File: src/hw/ext_input_pkg.sv
// Constants, types and register map for the external control input decoder
// Function
// - Measure-start rising edge begins one measurement
// - Measure-start accepted with external origin
// - Output or batch function also accepts edges
// - Zero-adjust rising edge performs one zero adjustment
// - Zero-adjust during measurement abandons the measurement
// - Voltage-cal edge starts self-cal when automatic
// - Voltage self-calibration lasts about ten seconds
// - Resistance-cal rising edge starts resistance self-cal
// - Resistance self-calibration lasts about 45 seconds
// - Resistance-cal during measurement stops that measurement
// - Lockout ignores keys and touch except trigger
// - Lockout clears only when input goes inactive
// - Panel code then measure-start loads panel, measures
// - Panel code is binary, bit zero least significant
// - Unchanged code since last edge loads no panel
// - Unchanged code with external origin measures once
package ext_input_pkg;

  // ---------------------------------------------------------------
  // Clock and timing
  // ---------------------------------------------------------------
  localparam longint unsigned CLK_HZ        = 125_000_000;
  localparam longint unsigned VCAL_TIME_S   = 10;
  localparam longint unsigned RCAL_TIME_S   = 45;
  localparam int              CAL_CNT_W     = 33;
  localparam logic [CAL_CNT_W-1:0] VCAL_CYCLES_DEF = CAL_CNT_W'(VCAL_TIME_S * CLK_HZ);
  localparam logic [CAL_CNT_W-1:0] RCAL_CYCLES_DEF = CAL_CNT_W'(RCAL_TIME_S * CLK_HZ);

  // ---------------------------------------------------------------
  // Register map
  // ---------------------------------------------------------------
  localparam logic [7:0]  CTRL_OFFSET     = 8'h00;
  localparam logic [7:0]  STATUS_OFFSET   = 8'h04;
  localparam logic [31:0] CTRL_RESET      = 32'h0000_0000;
  localparam int          CTRL_ORIGIN_EXT = 0;
  localparam int          CTRL_OUTPUT_FN  = 1;
  localparam int          CTRL_BATCH      = 2;
  localparam int          CTRL_VCAL_AUTO  = 3;
  localparam int          CTRL_W          = 4;
  localparam int          STAT_STATE_LSB  = 0;
  localparam int          STAT_LOCKOUT    = 3;
  localparam int          STAT_CODE_LSB   = 4;
  localparam int          STAT_PANEL_LSB  = 8;
  localparam logic [2:0]  CODE_RESET      = 3'h0;
  localparam logic [2:0]  PANEL_FIRST     = 3'h1;
  localparam logic [2:0]  PANEL_LAST      = 3'h6;
  localparam logic [1:0]  RESP_OKAY       = 2'h0;
  localparam logic [1:0]  RESP_SLVERR     = 2'h2;

  // ---------------------------------------------------------------
  // Types
  // ---------------------------------------------------------------
  localparam int IN_W = 8;

  typedef struct packed {
    logic [2:0] panel_select;
    logic       lockout;
    logic       resistance_selfcal;
    logic       voltage_selfcal;
    logic       zero_adjust;
    logic       measure_start;
  } ext_inputs_s;

  typedef struct packed {
    logic       measure_start;
    logic       zero_adjust;
    logic       voltage_selfcal;
    logic       resistance_selfcal;
    logic       measure_abort;
    logic       panel_load;
    logic [2:0] panel_number;
  } commands_s;

  typedef enum logic [2:0] {
    ACT_IDLE    = 3'b000,
    ACT_MEASURE = 3'b001,
    ACT_ZERO    = 3'b010,
    ACT_VCAL    = 3'b011,
    ACT_RCAL    = 3'b100
  } activity_e;

endpackage : ext_input_pkg

File: src/hw/ext_control_input_decoder.sv
// External control input decoder with AXI4-Lite control and status registers
`timescale 1ns/1ps
`default_nettype none
module ext_control_input_decoder
  import ext_input_pkg::*;
#(
  parameter logic [CAL_CNT_W-1:0] VCAL_CYCLES = VCAL_CYCLES_DEF,
  parameter logic [CAL_CNT_W-1:0] RCAL_CYCLES = RCAL_CYCLES_DEF
)
(
  input  wire logic        aclk,
  input  wire logic        aresetn,
  // AXI4-Lite slave
  input  wire logic [7:0]  s_axi_awaddr,
  input  wire logic        s_axi_awvalid,
  output logic             s_axi_awready,
  input  wire logic [31:0] s_axi_wdata,
  input  wire logic [3:0]  s_axi_wstrb,
  input  wire logic        s_axi_wvalid,
  output logic             s_axi_wready,
  output logic [1:0]       s_axi_bresp,
  output logic             s_axi_bvalid,
  input  wire logic        s_axi_bready,
  input  wire logic [7:0]  s_axi_araddr,
  input  wire logic        s_axi_arvalid,
  output logic             s_axi_arready,
  output logic [31:0]      s_axi_rdata,
  output logic [1:0]       s_axi_rresp,
  output logic             s_axi_rvalid,
  input  wire logic        s_axi_rready,
  // Isolated control pins, asynchronous
  input  wire ext_inputs_s ext_in,
  // Measurement engine, same clock
  input  wire logic        measure_done,
  input  wire logic        zero_done,
  // Front panel events, same clock, one-cycle pulses
  input  wire logic [7:0]  key_event,
  input  wire logic        touch_event,
  input  wire logic        trigger_key_event,
  output logic [7:0]       key_event_gated,
  output logic             touch_event_gated,
  output logic             trigger_key_gated,
  // Commands to the instrument
  output commands_s        cmd,
  output activity_e        activity,
  output logic             panel_lockout
);

  // ---------------------------------------------------------------
  // Input synchroniser and edge detection
  // ---------------------------------------------------------------
  logic [IN_W-1:0] sync_meta;
  logic [IN_W-1:0] sync_q;
  logic [IN_W-1:0] sync_prev;
  ext_inputs_s     pins;
  ext_inputs_s     rise;

  genvar gi;
  generate
    for (gi = 0; gi < IN_W; gi++)
    begin : g_sync
      always_ff @(posedge aclk)
      begin
        if (!aresetn)
        begin
          sync_meta[gi] <= 1'b0;
          sync_q[gi]    <= 1'b0;
          sync_prev[gi] <= 1'b0;
        end
        else
        begin
          sync_meta[gi] <= ext_in[gi];
          sync_q[gi]    <= sync_meta[gi];
          sync_prev[gi] <= sync_q[gi];
        end
      end
    end
  endgenerate

  assign pins = ext_inputs_s'(sync_q);
  assign rise = ext_inputs_s'(sync_q & ~sync_prev);

  // ---------------------------------------------------------------
  // Control register
  // ---------------------------------------------------------------
  logic [CTRL_W-1:0] ctrl;
  logic              origin_ext;
  logic              meas_accept;
  logic              vcal_auto;

  assign origin_ext  = ctrl[CTRL_ORIGIN_EXT];
  assign vcal_auto   = ctrl[CTRL_VCAL_AUTO];
  // Output or batch transfer also need the pin even with internal origin
  assign meas_accept = origin_ext | ctrl[CTRL_OUTPUT_FN] | ctrl[CTRL_BATCH];

  // ---------------------------------------------------------------
  // Activity sequencer
  // ---------------------------------------------------------------
  activity_e            state;
  logic [CAL_CNT_W-1:0] cal_cnt;
  logic [2:0]           last_code;
  logic [2:0]           loaded_panel;
  logic                 can_preempt;
  logic                 go_rcal;
  logic                 go_vcal;
  logic                 go_zero;
  logic                 go_meas;
  logic                 code_changed;
  logic                 code_valid;

  // Calibration edges are ignored while a calibration or zero adjust runs
  assign can_preempt  = (state == ACT_IDLE) || (state == ACT_MEASURE);
  assign go_rcal      = can_preempt && rise.resistance_selfcal;
  assign go_vcal      = can_preempt && rise.voltage_selfcal && vcal_auto && !go_rcal;
  assign go_zero      = can_preempt && rise.zero_adjust && !go_rcal && !go_vcal;
  assign go_meas      = (state == ACT_IDLE) && rise.measure_start && meas_accept
                        && !go_rcal && !go_vcal && !go_zero;
  assign code_changed = pins.panel_select != last_code;
  assign code_valid   = (pins.panel_select >= PANEL_FIRST)
                        && (pins.panel_select <= PANEL_LAST);

  always_ff @(posedge aclk)
  begin
    if (!aresetn)
    begin
      state <= ACT_IDLE;
    end
    else
    begin
      unique case (state)
        ACT_IDLE, ACT_MEASURE:
        begin
          if (go_rcal)
            state <= ACT_RCAL;
          else if (go_vcal)
            state <= ACT_VCAL;
          else if (go_zero)
            state <= ACT_ZERO;
          else if (go_meas)
            state <= ACT_MEASURE;
          else if ((state == ACT_MEASURE) && measure_done)
            state <= ACT_IDLE;
        end
        ACT_ZERO:
        begin
          if (zero_done)
            state <= ACT_IDLE;
        end
        ACT_VCAL, ACT_RCAL:
        begin
          if (cal_cnt == '0)
            state <= ACT_IDLE;
        end
        default:
        begin
          state <= ACT_IDLE;
        end
      endcase
    end
  end

  // Counts the calibration time down to zero
  always_ff @(posedge aclk)
  begin
    if (!aresetn)
      cal_cnt <= '0;
    else if (go_rcal)
      cal_cnt <= RCAL_CYCLES - CAL_CNT_W'(1);
    else if (go_vcal)
      cal_cnt <= VCAL_CYCLES - CAL_CNT_W'(1);
    else if (cal_cnt != '0)
      cal_cnt <= cal_cnt - CAL_CNT_W'(1);
  end

  // Panel code memory, updated on every accepted measure-start edge
  always_ff @(posedge aclk)
  begin
    if (!aresetn)
    begin
      last_code    <= CODE_RESET;
      loaded_panel <= CODE_RESET;
    end
    else if (go_meas)
    begin
      last_code <= pins.panel_select;
      if (code_changed && code_valid)
        loaded_panel <= pins.panel_select;
    end
  end

  // Command pulses, one cycle each; panel_number follows the code every cycle
  always_ff @(posedge aclk)
  begin
    if (!aresetn)
    begin
      cmd <= '0;
    end
    else
    begin
      cmd.measure_start      <= go_meas;
      cmd.zero_adjust        <= go_zero;
      cmd.voltage_selfcal    <= go_vcal;
      cmd.resistance_selfcal <= go_rcal;
      cmd.measure_abort      <= (state == ACT_MEASURE)
                                && (go_rcal || go_vcal || go_zero);
      cmd.panel_load         <= go_meas && code_changed && code_valid;
      cmd.panel_number       <= pins.panel_select;
    end
  end

  assign activity = state;

  // ---------------------------------------------------------------
  // Front panel lockout
  // ---------------------------------------------------------------
  always_ff @(posedge aclk)
  begin
    if (!aresetn)
    begin
      panel_lockout     <= 1'b0;
      key_event_gated   <= 8'h00;
      touch_event_gated <= 1'b0;
      trigger_key_gated <= 1'b0;
    end
    else
    begin
      // Follows the level, so only the controller releasing the pin unlocks
      panel_lockout     <= pins.lockout;
      key_event_gated   <= pins.lockout ? 8'h00 : key_event;
      touch_event_gated <= touch_event && !pins.lockout;
      trigger_key_gated <= trigger_key_event;
    end
  end

  // ---------------------------------------------------------------
  // AXI4-Lite write channel
  // ---------------------------------------------------------------
  logic       aw_held;
  logic       w_held;
  logic [7:0] wr_addr;
  logic [31:0] wr_data;
  logic [3:0] wr_strb;

  assign s_axi_awready = !aw_held && !s_axi_bvalid;
  assign s_axi_wready  = !w_held && !s_axi_bvalid;

  always_ff @(posedge aclk)
  begin
    if (!aresetn)
    begin
      aw_held      <= 1'b0;
      w_held       <= 1'b0;
      wr_addr      <= 8'h00;
      wr_data      <= 32'h0000_0000;
      wr_strb      <= 4'h0;
      s_axi_bvalid <= 1'b0;
      s_axi_bresp  <= RESP_OKAY;
      ctrl         <= CTRL_RESET[CTRL_W-1:0];
    end
    else
    begin
      if (s_axi_awvalid && s_axi_awready)
      begin
        aw_held <= 1'b1;
        wr_addr <= s_axi_awaddr;
      end
      if (s_axi_wvalid && s_axi_wready)
      begin
        w_held  <= 1'b1;
        wr_data <= s_axi_wdata;
        wr_strb <= s_axi_wstrb;
      end
      if (aw_held && w_held)
      begin
        aw_held      <= 1'b0;
        w_held       <= 1'b0;
        s_axi_bvalid <= 1'b1;
        if (wr_addr == CTRL_OFFSET)
        begin
          s_axi_bresp <= RESP_OKAY;
          if (wr_strb[0])
            ctrl <= wr_data[CTRL_W-1:0];
        end
        else if (wr_addr == STATUS_OFFSET)
          s_axi_bresp <= RESP_OKAY;
        else
          s_axi_bresp <= RESP_SLVERR;
      end
      else if (s_axi_bvalid && s_axi_bready)
        s_axi_bvalid <= 1'b0;
    end
  end

  // ---------------------------------------------------------------
  // AXI4-Lite read channel
  // ---------------------------------------------------------------
  logic [31:0] status_word;

  always_comb
  begin
    status_word = 32'h0000_0000;
    status_word[STAT_STATE_LSB +: 3] = state;
    status_word[STAT_LOCKOUT]        = panel_lockout;
    status_word[STAT_CODE_LSB +: 3]  = last_code;
    status_word[STAT_PANEL_LSB +: 3] = loaded_panel;
  end

  assign s_axi_arready = !s_axi_rvalid;

  always_ff @(posedge aclk)
  begin
    if (!aresetn)
    begin
      s_axi_rvalid <= 1'b0;
      s_axi_rdata  <= 32'h0000_0000;
      s_axi_rresp  <= RESP_OKAY;
    end
    else if (s_axi_arvalid && s_axi_arready)
    begin
      s_axi_rvalid <= 1'b1;
      s_axi_rresp  <= RESP_OKAY;
      if (s_axi_araddr == CTRL_OFFSET)
        s_axi_rdata <= {{(32-CTRL_W){1'b0}}, ctrl};
      else if (s_axi_araddr == STATUS_OFFSET)
        s_axi_rdata <= status_word;
      else
      begin
        s_axi_rdata <= 32'h0000_0000;
        s_axi_rresp <= RESP_SLVERR;
      end
    end
    else if (s_axi_rvalid && s_axi_rready)
      s_axi_rvalid <= 1'b0;
  end

endmodule : ext_control_input_decoder
`default_nettype wire

File: config.mk
export PLATFORM = sky130hd
export DESIGN_NAME = ext_control_input_decoder
export DESIGN_NICKNAME = d
export VERILOG_FILES = /design/src/hw/ext_input_pkg.sv /design/src/hw/ext_control_input_decoder.sv
export SDC_FILE = /design/constraint.sdc
export NUM_CORES = 1
export LEC_CHECK = 0
export BUFFER_PORTS_ARGS = -buffer_cell sky130_fd_sc_hd__buf_4
export CAP_MARGIN = 0
export CORE_UTILIZATION = 35
export DETAILED_ROUTE_END_ITERATION = 6
export HOLD_SLACK_MARGIN = 0.1
export PLACE_DENSITY = 0.54
export SKIP_LAST_GASP = 1
export SYNTH_ARGS = -nofsm -noshare
export SYNTH_HDL_FRONTEND = slang
export SYNTH_SLANG_ARGS = --single-unit
File: constraint.sdc
create_clock -name aclk -period 3.34 [get_ports aclk]
set_clock_uncertainty 0.1 [all_clocks]
set_input_delay 0.334 -clock aclk [delete_from_list [all_inputs] [get_ports aclk]]
set_output_delay 0.334 -clock aclk [all_outputs]
set_load 0.01 [all_outputs]
==> results.json <==
{
  "wl_per_cell_um": 13.4,
  "r2r_slack_ns": 0.49,
  "chipHeight_um": 117,
  "cts_max_path_buffers": 2,
  "cts_tree": "yes",
  "htree_levels": 4,
  "place_area_um2": 5390,
  "leakage_uw": 0.00271,
  "rsz0062_at_grt": "no",
  "final_area_um2": 6320,
  "synth.distinct_cells": 55,
  "async_reset_ff_frac": 0,
  "hold_path_end": "s_axi_rvalid",
  "grt_max_degree": 51,
  "maxSlewHeadroom": 0.638,
  "layout_commonest_cell": "dfxtp_1",
  "internal_power_uw": 3470,
  "min-delay-start": "s_axi_arvalid",
  "hold_violations": 0,
  "tightest_slew_ns": 0.543,
  "fin_nets": 713,
  "first_iter_violations": 218,
  "routed_via_density": 4.71,
  "final_max_slew_viol_count": 0,
  "port_buffers": 87,
  "p_clk_frac": 0.354,
  "p_sw_frac": 0.324,
  "layout_common_cells": "dfxtp_1, buf_4, nor2_1",
  "syn_inst": 508,
  "drive_above_1_share": 0.224,
  "p_per_area_nw_per_um2": 812,
  "worstSetupPathType": "reg -> reg",
  "ant_nets": 0,
  "p_sw_uw": 1660,
  "cp_max_fo": 10,
  "route.detailed.drc": 0,
  "place_hpwl_um": 7390,
  "max-cap-violations": 0,
  "hp-class": "in -> reg",
  "grt_pass1_vias": 3642,
  "syn-mean-instance-area_um2": 9.12,
  "fin_util": 0.495,
  "synth_warnings": 0,
  "numCtsBuffers": 17,
  "r2r_start": "cal_cnt[17]",
  "ys_ff_latch": 115,
  "finalCritPeriodShare": 0.854,
  "cp.required_ns": 3.53,
  "diodes": 0,
  "cts_setup_buffers": 0,
  "setup_viol": 0,
  "grt_antenna_before_repair": 0,
  "globalplace.congestion": 0.802,
  "fillers": 1199,
  "r2r_cells": 6,
  "vias": 3850,
  "start_util": 0.363,
  "std_cell_rows": 41,
  "die-area_um2": 13700,
  "root_buffer": "clkbuf_16",
  "grt_pass1_wl_um": 17500,
  "whs_ns": 0.130,
  "io_pins": 143,
  "synth_flop_cell": "dfxtp_1",
  "cts_num_sinks": 115,
  "hold-path-cell-count": 3,
  "endpoint_kind": "register",
  "share_comb_of_total_power": 0.305,
  "ir_drop_v": 0.000361,
  "grtUsageTotal": 0.170,
  "cp-start-kind": "register",
  "ys_seq_area_frac": 0.497,
  "r2r-end": "activity[1]",
  "p_seq_frac": 0.341,
  "area_growth_pct": 36.3,
  "max_freq_mhz": 351,
  "path_clk_slew_ns": 0.05,
  "routed_wl_um": 11000,
  "setup_tns_ns": 0,
  "netlist_area_um2": 4630,
  "first_pass_iters": 4,
  "min_period_ns": 2.85,
  "synth_edf_count": 0,
  "arrival_ns": 3.05,
  "outcome": "finished, final reports clean",
  "grt_overflow": 0,
  "die_w_um": 117,
  "core_region_area_um2": 12800,
  "insertion_delay_ns": 0.41
}
how the worst max path moves through the flow:
stage / start / end / slack [ns] / depth (start not counted)
3_5_place_dp: cal_cnt[17] / activity[1] / 0.50 / 6
5_1_grt: cal_cnt[17] / activity[1] / 0.40 / 6
3_3_place_gp: cal_cnt[17] / activity[1] / 0.52 / 6
4_1_cts: cal_cnt[17] / activity[1] / 0.49 / 6
2_1_floorplan: cal_cnt[0] / activity[1] / 0.54 / 10
6_report: cal_cnt[17] / activity[1] / 0.49 / 6
metal layers:
layer,track usage,wire [um],vias up
li1,-,-,1961
met1,0.203,4920,1792
met2,0.285,5420,84
met3,0.0515,481,13
met4,0.0667,173,0
met5,0,0,-
power groups by stage:
| stage | Combinational [uW] | Clock [uW] | Sequential, uW |
|---|---|---|---|
| after floorplan | 1210 | 0 | 1740 |
| final | 1560 | 1820 | 1750 |
| after global routing | 1760 | 1920 | 1780 |
| after global placement | 1490 | 0 | 1760 |
| after detailed placement | 1510 | 0 | 1770 |
| after CTS | 1560 | 1870 | 1750 |
registers in the layout, summed over array words and instances (netlist names):
signal / flops
loaded_panel: 3
wr_addr: 8
sync_meta: 8
s_axi_bvalid: 1
s_axi_bresp: 1
s_axi_rdata: 10
key_event_gated: 8
sync_prev: 4
panel_lockout: 1
w_held: 1
last_code: 3
wr_strb: 1
activity: 3
trigger_key_gated: 1
s_axi_rresp: 1
cmd: 9
pins: 8
aw_held: 1
s_axi_rvalid: 1
touch_event_gated: 1
ctrl: 4
cal_cnt: 33
wr_data: 4
stage by stage:
stage               setup slack [ns]  std cells  power, uW
floorplan                      0.544        531       2950
finish                         0.487        818       5130
global route                   0.403        818       5460
global placement               0.519        753       3260
CTS                            0.486        818       5170
detailed placement             0.499        753       3280
area by class of cell:
type / count / area, um2 / area share
clock buffers: 19 / 443 / 0.0701
multi-input cells: 355 / 2080 / 0.330
inverters: 13 / 48.8 / 0.00772
repair buffers: 131 / 1070 / 0.169
flip-flops and latches: 115 / 2300 / 0.364
well taps: 172 / 215 / 0.0341
clock inverters: 13 / 159 / 0.0252
critical path, stage by stage, from the launching register on:
cell and delay, ns:
dfxtp_1 0.33, or4_4 0.56, or4b_4 0.59, or4_4 0.65, nand2_4 0.09, a21oi_2 0.07, a221o_1 0.36
synth_stat cells (all sizes together) (2+ instances only):
library cell    n  area share
a22oi          11       0.018
xnor2          20       0.038
nand2b          6      0.0081
inv            12      0.0097
nor3b           3      0.0049
mux2            4      0.0097
and2           34       0.046
nor2           52       0.042
nand4           5      0.0067
nor3           18       0.019
nand3           9      0.0097
nor2b           2      0.0027
nand2          42       0.036
or3             7      0.0097
a21oi          34       0.038
dfxtp         115        0.50
or2             3      0.0041
nor4b           2      0.0038
a31oi           3      0.0041
xor2            5      0.0094
nor4           19       0.029
or4             6       0.011
clkbuf         20       0.016
o21ai          14       0.015
mux2i          15       0.032
buf            28       0.046
cells by family (layout without fill, tap and decap cells):
logic type	after synthesis	in the layout	share of synthesized area
adder cells (fa/ha/maj)	1	1	0.00270
AO/OA/AOI/OAI	73	73	0.0953
AND/OR/NAND/NOR	213	213	0.243
other	1	24	0.000809
multiplexers	19	19	0.0421
flip-flops	115	115	0.497
XOR/XNOR	25	25	0.0472
buffers and inverters	61	176	0.0723
timing repair:
action,4_1_cts,5_1_grt
hold endpoints to repair,33,0
gates resized for setup,0,0
hold buffers,33,0
endpoints found under the setup margin,0,0
No activity file was read; power rests on OpenSTA's default activity.
